### src/pscl_pkg.sv
// Constants shared by the cable-loss and pulse-segment register slice.
// Assumes one 20 MHz system clock and a serial host port on pins.
// Behaviour
// - Cable loss estimate is six-bit read-only binary
// - Estimate sits in bits five down to zero
// - Arbitrary pulse splits into eight time segments
// - Segment words shape output only in arbitrary mode
// - First segment amplitude from first amplitude word
// - First word is signed magnitude, bit six sign
// - Second segment amplitude from second amplitude word
// - Second word is signed magnitude, bit six sign
// - Third segment word sits at next address
package pscl_pkg;
	// *****************************************
	// Register map
	// *****************************************
	localparam logic [4:0] PSCL_ADDR_CABLE_LOSS = 5'h07;
	localparam logic [4:0] PSCL_ADDR_SEG1 = 5'h08;
	localparam logic [4:0] PSCL_ADDR_SEG2 = 5'h09;
	localparam logic [4:0] PSCL_ADDR_SEG3 = 5'h0A;
	localparam logic [7:0] PSCL_RST_CABLE_LOSS = 8'h00;
	localparam logic [7:0] PSCL_RST_SEG = 8'h00;
	localparam int PSCL_LOSS_W = 6;
	localparam int PSCL_AMP_W = 7;
	localparam int PSCL_AMP_SIGN = 6;
	localparam int PSCL_SEGS = 8;
	localparam logic [2:0] PSCL_LAST_SEG = 3'h7;
	// *****************************************
	// Serial frame layout
	// *****************************************
	localparam int PSCL_RW_BIT = 7;
	localparam int PSCL_ADDR_HI = 6;
	localparam int PSCL_ADDR_LO = 2;
	localparam logic [3:0] PSCL_HDR_LAST = 4'h7;
	localparam logic [3:0] PSCL_FRAME_LAST = 4'hF;
endpackage : pscl_pkg

### src/pscl_regs.sv
// Cable-loss status and pulse segment 1/2 registers behind the serial host port.
// Assumes host pins are asynchronous; equalizer and pulse timing share clk_sys_i.
`timescale 1ns/100ps
`default_nettype none
module pscl_regs
	import pscl_pkg::*;
(
	input wire logic clk_sys_i,
	input wire logic reset_i,
	input wire logic host_cs_n_i,
	input wire logic host_sclk_i,
	input wire logic host_sdi_i,
	output logic host_sdo_o,
	output logic host_sdo_oe_o,
	input wire logic [PSCL_LOSS_W-1:0] cable_loss_estimate_i,
	input wire logic arb_mode_i,
	input wire logic pulse_start_i,
	input wire logic seg_tick_i,
	input wire logic [6*PSCL_AMP_W-1:0] seg3_to_8_i,
	output logic [PSCL_AMP_W-1:0] seg1_amplitude_o,
	output logic [PSCL_AMP_W-1:0] seg2_amplitude_o,
	output logic arb_active_o,
	output logic [2:0] seg_index_o,
	output logic [PSCL_AMP_W-1:0] seg_amp_o,
	output logic seg_sign_o,
	output logic [PSCL_AMP_W-2:0] seg_mag_o
);
	logic [2:0] cs_sync_r;
	logic [2:0] sclk_sync_r;
	logic [1:0] sdi_sync_r;
	logic [3:0] bit_cnt_r;
	logic [7:0] shift_r;
	logic [7:0] hdr_r;
	logic [7:0] rd_shift_r;
	logic sdo_r;
	logic [7:0] loss_r;
	logic [7:0] seg1_r;
	logic [7:0] seg2_r;
	logic cs_act;
	logic sclk_rise;
	logic sclk_fall;
	logic rd_phase;
	logic [7:0] hdr_nxt;

	function automatic logic [7:0] pscl_read_mux(input logic [4:0] addr,
		input logic [7:0] loss, input logic [7:0] s1, input logic [7:0] s2);
		case (addr)
			PSCL_ADDR_CABLE_LOSS: pscl_read_mux = loss;
			PSCL_ADDR_SEG1: pscl_read_mux = s1;
			PSCL_ADDR_SEG2: pscl_read_mux = s2;
			default: pscl_read_mux = 8'h00;
		endcase
	endfunction : pscl_read_mux

	// *****************************************
	// Pin synchronisers
	// *****************************************
	always_ff @(posedge clk_sys_i or posedge reset_i)
	begin
		if (reset_i)
		begin
			cs_sync_r <= 3'h7;
			sclk_sync_r <= 3'h0;
			sdi_sync_r <= 2'h0;
		end
		else
		begin
			cs_sync_r <= {cs_sync_r[1:0], host_cs_n_i};
			sclk_sync_r <= {sclk_sync_r[1:0], host_sclk_i};
			sdi_sync_r <= {sdi_sync_r[0], host_sdi_i};
		end
	end

	assign cs_act = !cs_sync_r[1];
	assign sclk_rise = cs_act && sclk_sync_r[1] && !sclk_sync_r[2];
	assign sclk_fall = cs_act && !sclk_sync_r[1] && sclk_sync_r[2];
	assign hdr_nxt = {shift_r[6:0], sdi_sync_r[1]};
	assign rd_phase = cs_act && hdr_r[PSCL_RW_BIT] && bit_cnt_r[3];

	// *****************************************
	// Serial frame receive
	// *****************************************
	always_ff @(posedge clk_sys_i or posedge reset_i)
	begin
		if (reset_i)
		begin
			bit_cnt_r <= 4'h0;
			shift_r <= 8'h00;
			hdr_r <= 8'h00;
		end
		else if (!cs_act)
		begin
			bit_cnt_r <= 4'h0;
			hdr_r <= 8'h00;
		end
		else if (sclk_rise)
		begin
			bit_cnt_r <= bit_cnt_r + 4'h1;
			shift_r <= hdr_nxt;
			if (bit_cnt_r == PSCL_HDR_LAST)
				hdr_r <= hdr_nxt;
		end
	end

	// *****************************************
	// Read data out
	// *****************************************
	always_ff @(posedge clk_sys_i or posedge reset_i)
	begin
		if (reset_i)
		begin
			rd_shift_r <= 8'h00;
			sdo_r <= 1'b0;
		end
		else if (sclk_rise && bit_cnt_r == PSCL_HDR_LAST)
			rd_shift_r <= pscl_read_mux(hdr_nxt[PSCL_ADDR_HI:PSCL_ADDR_LO], loss_r, seg1_r, seg2_r);
		else if (sclk_fall && rd_phase)
		begin
			sdo_r <= rd_shift_r[7];
			rd_shift_r <= {rd_shift_r[6:0], 1'b0};
		end
	end

	assign host_sdo_o = sdo_r;
	assign host_sdo_oe_o = rd_phase;

	// *****************************************
	// Registers
	// *****************************************
	always_ff @(posedge clk_sys_i or posedge reset_i)
	begin
		if (reset_i)
			loss_r <= PSCL_RST_CABLE_LOSS;
		else
			loss_r <= {2'b00, cable_loss_estimate_i};
	end

	always_ff @(posedge clk_sys_i or posedge reset_i)
	begin
		if (reset_i)
		begin
			seg1_r <= PSCL_RST_SEG;
			seg2_r <= PSCL_RST_SEG;
		end
		else if (sclk_rise && bit_cnt_r == PSCL_FRAME_LAST && !hdr_r[PSCL_RW_BIT])
		begin
			// Segment 3 onward at PSCL_ADDR_SEG3 belongs to a neighbouring slice
			if (hdr_r[PSCL_ADDR_HI:PSCL_ADDR_LO] == PSCL_ADDR_SEG1)
				seg1_r <= hdr_nxt;
			if (hdr_r[PSCL_ADDR_HI:PSCL_ADDR_LO] == PSCL_ADDR_SEG2)
				seg2_r <= hdr_nxt;
		end
	end

	assign seg1_amplitude_o = seg1_r[PSCL_AMP_W-1:0];
	assign seg2_amplitude_o = seg2_r[PSCL_AMP_W-1:0];

	// *****************************************
	// Segment sequencer
	// *****************************************
	pscl_seg_seq u_seq (
		.clk_sys_i(clk_sys_i),
		.reset_i(reset_i),
		.arb_mode_i(arb_mode_i),
		.pulse_start_i(pulse_start_i),
		.seg_tick_i(seg_tick_i),
		.seg_words_i({seg3_to_8_i, seg2_r[PSCL_AMP_W-1:0], seg1_r[PSCL_AMP_W-1:0]}),
		.arb_active_o(arb_active_o),
		.seg_index_o(seg_index_o),
		.seg_amp_o(seg_amp_o)
	);

	// Sign and magnitude split for the pulse DAC
	assign seg_sign_o = seg_amp_o[PSCL_AMP_SIGN];
	assign seg_mag_o = seg_amp_o[PSCL_AMP_SIGN-1:0];
endmodule : pscl_regs
`default_nettype wire

### src/pscl_seg_seq.sv
// Arbitrary transmit pulse segment sequencer.
// Assumes seg_tick_i pulses eight times per master clock period.
`timescale 1ns/100ps
`default_nettype none
module pscl_seg_seq
	import pscl_pkg::*;
(
	input wire logic clk_sys_i,
	input wire logic reset_i,
	input wire logic arb_mode_i,
	input wire logic pulse_start_i,
	input wire logic seg_tick_i,
	input wire logic [PSCL_SEGS*PSCL_AMP_W-1:0] seg_words_i,
	output logic arb_active_o,
	output logic [2:0] seg_index_o,
	output logic [PSCL_AMP_W-1:0] seg_amp_o
);
	typedef enum logic {PSCL_SEQ_IDLE, PSCL_SEQ_RUN} pscl_seq_t;
	pscl_seq_t state_r;
	logic [2:0] seg_r;
	logic [PSCL_AMP_W-1:0] amp_r;

	// *****************************************
	// Segment walk
	// *****************************************
	always_ff @(posedge clk_sys_i or posedge reset_i)
	begin
		if (reset_i)
		begin
			state_r <= PSCL_SEQ_IDLE;
			seg_r <= 3'h0;
		end
		else
		begin
			case (state_r)
				PSCL_SEQ_IDLE:
				begin
					seg_r <= 3'h0;
					if (arb_mode_i && pulse_start_i)
						state_r <= PSCL_SEQ_RUN;
				end
				PSCL_SEQ_RUN:
				begin
					if (!arb_mode_i)
					begin
						state_r <= PSCL_SEQ_IDLE;
						seg_r <= 3'h0;
					end
					else if (seg_tick_i)
					begin
						seg_r <= seg_r + 3'h1;
						if (seg_r == PSCL_LAST_SEG)
							state_r <= PSCL_SEQ_IDLE;
					end
				end
				default:
				begin
					state_r <= PSCL_SEQ_IDLE;
				end
			endcase
		end
	end

	// Outside a pulse, or out of arbitrary mode, the amplitude rests at zero
	always_ff @(posedge clk_sys_i or posedge reset_i)
	begin
		if (reset_i)
			amp_r <= '0;
		else if (state_r == PSCL_SEQ_RUN && arb_mode_i)
			amp_r <= seg_words_i[seg_r*PSCL_AMP_W +: PSCL_AMP_W];
		else
			amp_r <= '0;
	end

	assign arb_active_o = (state_r == PSCL_SEQ_RUN);
	assign seg_index_o = seg_r;
	assign seg_amp_o = amp_r;
endmodule : pscl_seg_seq
`default_nettype wire
### config.mk
export PLATFORM = sky130hd
export DESIGN_NAME = pscl_regs
export DESIGN_NICKNAME = d
export VERILOG_FILES = /design/src/pscl_pkg.sv /design/src/pscl_regs.sv /design/src/pscl_seg_seq.sv
export SDC_FILE = /design/constraint.sdc
export NUM_CORES = 1
export LEC_CHECK = 0
export BUFFER_PORTS_ARGS = -buffer_cell sky130_fd_sc_hd__buf_2
export CORE_MARGIN = 1.5
export CORE_UTILIZATION = 27
export DETAILED_ROUTE_END_ITERATION = 8
export PLACE_DENSITY_LB_ADDON = 0.25
export RECOVER_POWER = 100
export REMOVE_ABC_BUFFERS = 1
export SLEW_MARGIN = 40
export SYNTH_ARGS = -nofsm -noshare
export SYNTH_HDL_FRONTEND = slang
export SYNTH_SLANG_ARGS = --single-unit
### constraint.sdc
create_clock -name clk_sys_i -period 2.7 [get_ports clk_sys_i]
set_input_delay 0.405 -clock clk_sys_i [delete_from_list [all_inputs] [get_ports clk_sys_i]]
set_output_delay 0.405 -clock clk_sys_i [all_outputs]
set_load 0.1 [all_outputs]
==> metrics.md, run 1 <==
| Metric | Value |
|---|---|
| Sequential cell area | 0.00165 mm2 |
| Leakage power | 1.77 nW |
| Multiplexer share of the synthesized area | 0.244 |
| WS Path Type | flop to primary output |
| Clk network pwr share | 0.488 |
| Xor-xnor portion of the synthesized cell area | 0.0106 |
| Post-synth EDFFs | 0 |
| Worst Setup Start Kind | flop |
| Final Hold Fails | 0 |
| Routability Congestion | 0.767 |
| Unrepaired setup endpoints after global routing | false |
| First DRT Iteration DRCs | 111 |
| Post-Syn Area | 0.00330 mm2 |
| Fill count | 1221 |
| Measured slew at the worst slew-check pin | 1.19 ns |
| Post-CTS setup buffer count | 0 |
| Initial Util | 0.276 |
| Multi-input gate area | 0.00134 mm2 |
| First-pass GRT wire length | 11.5 mm |
| Yosys reg bits | 66 |
| CP endpoint kind | primary output |
| Post-route ant nets | 0 |
| Vias in the first global route | 2197 |
| Initial antenna violation count | 0 |
| Antenna cells | 0 |
| Synth Area in Adders | 0.0114 |
| Maximum vdd drop | 310 uV |
| Hold_buf cts | 0 |
| Chip width | 114 um |
| # H-tree levels | 3 |
| Max Clock Skew | 0.00626 ns |
| Pin count of the biggest net entering global routing | 41 |
| WP data required | 2.30 ns |
| Proportion of synthesized chip area in sequential cells | 0.501 |
| Fraction of layout cells with a size suffix above 1 | 0.354 |
| Synth Area in Simple Gates | 0.0985 |
| Logic pwr share | 0.094 |
| Post-synth ARST share | 1.00 |
| Sink Count | 66 |
| Net Switching | 0.653 mW |
| Largest family of logic cells by synthesized area | multiplexers |
| Overall Global Routing Usage | 0.116 |
| Die area | 0.0129 mm2 |
| Final #Nets | 379 |
| DR vias/cell | 4.63 |
| Cell accounting for the most synthesized area | dfrtp_1 |
| Internal power | 2.07 mW |
| Tmin final | 2.39 ns |
| Worst-path clk slew | 0.06 ns |
| Die Ht | 114 um |
| Fin util | 0.332 |
| Crit-path max FO | 13 |
| Cts repair resizes | 0 |
| Tightest Hold Check Type | input port to flop |
| Grt ovf | 0 |
| Rel. slew slack | 0.208 |
| PortBufs | 89 |
| Ys Warns | 0 |
| Ys flop type | dfrtp_1 |
| Synth-to-Final Area Change | 20.2% |
| DP Wirelength | 5.25 mm |
| Drt total wl | 7.34 mm |
| Total design power | 2.72 mW |
| Num rows | 40 |
| Seq pwr share | 0.418 |
| Tcrit/Tclk final | 0.883 |
| Compound-Gate Fraction of Synth Area | 0.0576 |
| Drt pass-1 iters | 4 |
| Num CTS Buffers | 9 |
| Ranking of synthesized cells by area | dfrtp_1 48%, mux4_2 9.5%, mux2_2 7.8%, buf_4 4.8%, mux2_4 3.6% |
| Run status | finished, final reports clean |
| Setup TNS | 0 ns |
| Clock tree buffer depth | 2 |
| Top-area cell type share of the netlist area | 0.485 |
| Max-slew violations | 0 |
| Drt drc | 0 |
| WP data arrival | 1.98 ns |
| Max Freq | 419 MHz |
| Ports | 90 |
| Max-cap viol count | 0 |
| Power per cell area | 686 mW/mm2 |
| Cell variety after synth | 38 |
| Mapped Avg Cell Area | 13.0 um2 |
| CTS tree | built |
| Root buf cell | clkbuf_16 |
| Synth Instances | 254 |
| Worst skew pair latency | 0.32 ns |
| Final setup vio count | 0 |
| Sw Ratio | 0.240 |
| Via count | 2185 |
| Core Box Area | 0.0120 mm2 |
| Routed len/inst | 15.6 um |
worst paths after layout:
| path | cells after the start | startpoint | slack (ns) | endpoint |
|---|---|---|---|---|
| worst min-delay path | 1 | host_cs_n_i | 0.18 | cs_sync_r[0] |
| worst min register to register | 0 | sclk_sync_r[0] | 0.35 | sclk_sync_r[1] |
| worst max-delay path | 3 | cs_sync_r[1] | 0.31 | host_sdo_oe_o |
| max in group asynchronous | 3 | reset_i | 0.84 | seg1_r[0] |
| worst max register to register | 5 | bit_cnt_r[0] | 0.47 | seg1_r[0] |
| min in group asynchronous | 2 | reset_i | 0.32 | seg1_r[2] |
stage by stage:
| stage | setup slack (ns) | cell area, um2 | hold slack, ns | std cells |
|---|---|---|---|---|
| 6_report | 0.315 | 3970 | 0.180 | 472 |
| 5_1_grt | 0.244 | 3970 | 0.163 | 472 |
| 4_1_cts | 0.526 | 4080 | 0.159 | 472 |
| 3_5_place_dp | 0.559 | 3740 | 0.335 | 456 |
| 3_3_place_gp | 0.623 | 3730 | 0.334 | 456 |
| 2_1_floorplan | 0.366 | 3070 | 0.331 | 217 |
per-layer routing:
metal / part of all wire / GRT usage / up-vias
met1: 0.46 / 0.153 / 1099
met5: 0 / 0 / -
met4: 0.012 / 0.0367 / 0
met2: 0.49 / 0.182 / 46
met3: 0.036 / 0.0356 / 7
li1: - / - / 1033
layout by cell type (no fill, tap or decap), types with 2 or more instances in the layout:
cell / n
a2bb2oi_1: 5
a32oi_1: 6
buf_2: 55
buf_4: 2
bufinv_16: 3
clkbuf_1: 34
clkbuf_16: 9
clkbuf_2: 2
clkinv_4: 2
dfrtp_1: 64
ha_1: 3
inv_1: 5
mux2_1: 8
mux2_2: 23
mux2i_1: 11
mux4_2: 14
nand2_1: 9
nand2b_1: 4
nand3_1: 4
nand3b_1: 5
nor2_1: 15
nor2b_1: 2
o21ai_0: 12
o31ai_1: 2
or3_1: 7
xnor2_1: 2
xor2_1: 2
worst max-delay path, stage by stage (launching register included):
cell,delay (ns)
dfstp_1,0.47
nand3b_1,0.25
inv_1,0.08
clkbuf_1,0.86
power groups by stage:
stage | clock [mW] | sequential, mW | combinational [mW]
after global routing | 1.40 | 1.15 | 0.284
after global placement | 0 | 1.16 | 0.261
after CTS | 1.36 | 1.14 | 0.265
final | 1.33 | 1.14 | 0.255
after detailed placement | 0 | 1.16 | 0.264
after floorplan | 0 | 1.15 | 0.145
layout make-up:
| cell class | count | area share |
|---|---|---|
| clock inverters | 6 | 0.0290 |
| clock buffers | 10 | 0.0577 |
| flip-flops and latches | 66 | 0.417 |
| well taps | 147 | 0.0463 |
| multi-input cells | 146 | 0.339 |
| inverters | 5 | 0.00473 |
| repair buffers | 92 | 0.107 |
cell usage after synthesis (2+ instances only):
cell,n
nand3_1,4
mux2i_1,11
a2bb2oi_1,5
nand2_1,9
clkbuf_1,10
xnor2_1,2
nand2b_1,4
dfstp_2,2
nor2_1,15
inv_1,5
o21ai_0,12
mux2_2,23
buf_2,4
mux4_2,14
nand3b_1,4
xor2_1,2
dfrtp_1,64
mux2_4,8
or3_1,7
buf_6,2
ha_1,3
nor2b_1,2
o31ai_1,2
buf_4,21
a32oi_1,6
sequential cells by signal, summed over array words and instances, names as in the netlist:
signal,count
seg1_r,8
loss_r,6
seg2_r,8
host_sdo_o,1
u_seq.seg_index_o,3
sdi_sync_r,2
cs_sync_r,2
shift_r,7
sclk_sync_r,3
hdr_r,6
bit_cnt_r,4
u_seq.arb_active_o,1
rd_shift_r,8
u_seq.seg_amp_o,7
logic make-up after synthesis:
group,count (synthesis)
AOI/OAI and AO/OA,28
DFF,66
buffers and inverters,42
muxes,56
and+or+nand+nor,55
xor gates and xnor gates,4
adders and majority gates,3
Note: power is estimated with default switching activity, not from simulation.
==> run 2: changes to the inputs <==
- ABC_AREA: not set -> 1
==> run 2 against run 1 <==
  * Final cell count grew 37%
  * Via count grew 34%
  * Clock skew barely moved
  * The run now ends with capacitance limit, slew limit left
  * Worst hold slack worse by 0.0051 ns
  * Wire length grew 16%
  * Die area is 2.9% higher
  * Sequential cell count unchanged
  * Critical endpoint is now seg_index_o[0]
  * Largest power group is now sequential cells
  * Critical path depth is 1 lower
  * Non-clock buffer count did not move
==> metrics.md, run 2 <==
| Metric | Value |
|---|---|
| Tcrit/Tclk final | 0.854 (-0.0293) |
| Top cells by count, synth | 72 x nor2_1, 64 x dfrtp_1, 61 x o21ai_0, 53 x nand2_1, 35 x nand3_1 |
| Ranking of synthesized cells by area | dfrtp_1 47%, o21ai_0 9.0%, nor2_1 7.9%, nand2_1 5.8%, nand3_1 5.1% |
| Fill count | 1281 (+4.9%) |
| Final setup vio count | 0 (unchanged) |
| CP peak stage delay | 0.90 ns (+0.04 ns) |
| Setup TNS | 0 ns (unchanged) |
| Vias in the first global route | 2893 (+32%) |
| Maximum vdd drop | 340 uV (+9.9%) |
| Cell accounting for the most synthesized area | dfrtp_1 |
| Net Switching | 0.656 mW (+0.50%) |
| CP Buf/Inv Count | 2 (unchanged) |
| Worst Setup Start Kind | flop |
| Failing checks | capacitance limit, slew limit |
| DR vias/cell | 4.52 (-2.5%) |
| Most common cell after layout, fill and taps aside | nor2_1 |
| Root buf cell | clkbuf_16 |
| Pin count of the biggest net entering global routing | 67 (+63%) |
| Overall Global Routing Usage | 0.139 (+0.0235) |
| Initial Util | 0.280 (+0.00358) |
| Drt pass-1 iters | 4 (unchanged) |
| Die Ht | 115 um (+1.4%) |
| First-pass GRT wire length | 14.4 mm (+25%) |
| Post-synth ARST share | 1.00 (unchanged) |
| Final WS setup | 0.394 ns (+0.0791 ns) |
| Logic pwr share | 0.119 (+0.025) |
| Cell area after layout | 0.00401 mm2 (+0.95%) |
| Pre-CTS WS | 1.09 ns (+0.535 ns) |
| Via count | 2926 (+34%) |
| FF-to-FF Start | cs_sync_r[1] |
| Drt total wl | 8.55 mm (+16%) |
| Num CTS Buffers | 9 (unchanged) |
| Clk network pwr share | 0.435 (-0.053) |
| WP data arrival | 1.90 ns (-0.08 ns) |
| Antenna cells | 0 (unchanged) |
| Measured slew at the worst slew-check pin | 1.67 ns (+0.472 ns) |
| CTS tree | built |
| Grt ovf | 0 (unchanged) |
| Sink Count | 66 (unchanged) |
| Sw Ratio | 0.273 (+0.0336) |
| Top-area cell type share of the netlist area | 0.471 (-0.0141) |
| DP Wirelength | 6.24 mm (+19%) |
| Routed len/inst | 13.2 um (-15%) |
| Routability Congestion | 0.798 (+4.1%) |
| Initial antenna violation count | 0 (unchanged) |
| Ys flop type | dfrtp_1 |
| Cell variety after synth | 32 (-16%) |
| Placed Area | 0.00384 mm2 (+2.9%) |
| Sequence of cells on the critical path | buf_4, clkbuf_1 |
| Most frequent cells in the layout | 72 x nor2_1, 70 x o21ai_0, 64 x dfrtp_1, 55 x buf_2, 54 x nand2_1 |
| Max-slew violations | 67 (+67) |
| Die area | 0.0133 mm2 (+2.9%) |
| Drt drc | 0 (unchanged) |
| Final #Nets | 534 (+41%) |
| Power per cell area | 599 mW/mm2 (-13%) |
| PortBufs | 89 (unchanged) |
| Hold WS | 0.175 ns (-0.00508 ns) |
| Internal power | 1.74 mW (-16%) |
| Rel. slew slack | -0.110 (-0.318) |
| Post-route ant nets | 0 (unchanged) |
| Tmin final | 2.31 ns (-0.0791 ns) |
| Most frequent cell after synthesis | nor2_1 |
| Num rows | 40 (unchanged) |
| Post-CTS setup buffer count | 0 (unchanged) |
| Min-Delay Startpoint | host_cs_n_i |
| Critical Path Start | u_seq.seg_index_o[0] |
| CP endpoint kind | primary output |
| Cts repair resizes | 0 (unchanged) |
| WS Path Type | flop to primary output |
| Seq pwr share | 0.445 (+0.027) |
| Ports | 90 (unchanged) |
| Crit-path max FO | 29 (+16) |
| Synth Instances | 410 (+61%) |
| Delay-heaviest family, CP | buffers and inverters |
| Fraction of layout cells with a size suffix above 1 | 0.190 (-0.164) |
| Max-cap viol count | 1 (+1) |
| Max Clock Skew | 0.00658 ns (+0.000324 ns) |
| Mapped Avg Cell Area | 8.30 um2 (-36%) |
| Final Hold Fails | 0 (unchanged) |
| Ys Warns | 0 (unchanged) |
| # H-tree levels | 3 (unchanged) |
| Yosys reg bits | 66 (unchanged) |
| Worst skew pair latency | 0.33 ns (about the same) |
| First DRT Iteration DRCs | 162 (+46%) |
| Proportion of synthesized chip area in sequential cells | 0.486 (-0.0145) |
| Synth-to-Final Area Change | 17.8% |
| Post-synth EDFFs | 0 (unchanged) |
| Run status | finished, violations left |
| Worst-path clk slew | 0.05 ns (about the same) |
| Chip width | 115 um (+1.4%) |
| Post-Syn Area | 0.00340 mm2 (+3.0%) |
| Top flop regs | rd_shift_r (8), seg1_r (8), seg2_r (8) |
| Clock tree buffer depth | 2 (unchanged) |
| CP max-delay cell | clkbuf_1 |
| Max Freq | 434 MHz (+3.4%) |
| Leakage power | 1.86 nW (+5.4%) |
| Core Box Area | 0.0122 mm2 (+1.7%) |
| WP data required | 2.30 ns (about the same) |
| Tightest Hold Check Type | input port to flop |
| Total design power | 2.40 mW (-12%) |
| Unrepaired setup endpoints after global routing | false |
| Hold_buf cts | 0 (unchanged) |
-- run 2: cell count changes in the layout (fill, tap and decap cells not counted), sizes merged, moves of 6 or more --
cell   previous run  this run
o21ai            13        81
nor2             15        76
nand2             9        59
nand3             4        37
mux2             31         0
inv               5        19
mux4             14         0
mux2i            11         0
nand4             1        10
a21oi             0         8
or3               7         0
a32oi             6         0
-- run 2: kinds of logic after synthesis --
family	after synthesis	synth area share
AOI/OAI and AO/OA	94	0.154
xor gates and xnor gates	1	0.00257
adders and majority gates	3	0.0110
buffers and inverters	60	0.0971
DFF	66	0.486
and+or+nand+nor	186	0.249
-- run 2: per-layer routing --
| layer | up-vias | part of all wire | track usage |
|---|---|---|---|
| met5 | - | 0 | 0 |
| met2 | 62 | 0.47 | 0.226 |
| li1 | 1483 | - | - |
| met4 | 0 | 0.0071 | 0.0313 |
| met1 | 1374 | 0.48 | 0.185 |
| met3 | 7 | 0.045 | 0.0401 |
-- run 2: final cells by class --
type,count,area (um2),share of cell area
Sequential cell,66,1650,0.413
Timing Repair Buffer,92,424,0.106
Multi-Input combinational cell,284,1370,0.341
Tap cell,168,210,0.0525
Clock buffer,13,250,0.0625
Inverter,22,82.6,0.0206
Clock inverter,3,17.5,0.00437
-- run 2: stage by stage --
| stage | utilization | instances |
|---|---|---|
| final | 0.329 | 648 |
| after global routing | 0.329 | 648 |
| after CTS | 0.338 | 648 |
| after detailed placement | 0.316 | 632 |
| after global placement | 0.316 | 632 |
| after floorplan | - | 372 |
-- run 2: power groups by stage --
| stage | logic [mW] | clock network (mW) | registers (mW) |
|---|---|---|---|
| 2_1_floorplan | 0.152 | 0 | 1.12 |
| 3_3_place_gp | 0.298 | 0 | 1.09 |
| 3_5_place_dp | 0.303 | 0 | 1.08 |
| 4_1_cts | 0.304 | 1.07 | 1.07 |
| 5_1_grt | 0.326 | 1.12 | 1.07 |
| 6_report | 0.286 | 1.05 | 1.07 |
-- run 2: worst paths after layout --
check,endpoint,slack (ns),cells after the start
min in group asynchronous,u_seq.seg_index_o[1],0.66,3
max,seg_index_o[0],0.39,2
max in group asynchronous,rd_shift_r[3],1.06,3
min,cs_sync_r[0],0.17,1
max reg2reg,seg1_r[6],0.62,6
min reg2reg,sdi_sync_r[1],0.35,0
-- run 2: worst reg2reg max path, delay by kind of cell, from the launching register on --
family,cells,cell delay (ns)
AO/OA/AOI/OAI,1,0.08
AND/OR/NAND/NOR,4,1.32
flip-flops,1,0.38
buffers and inverters,1,0.18
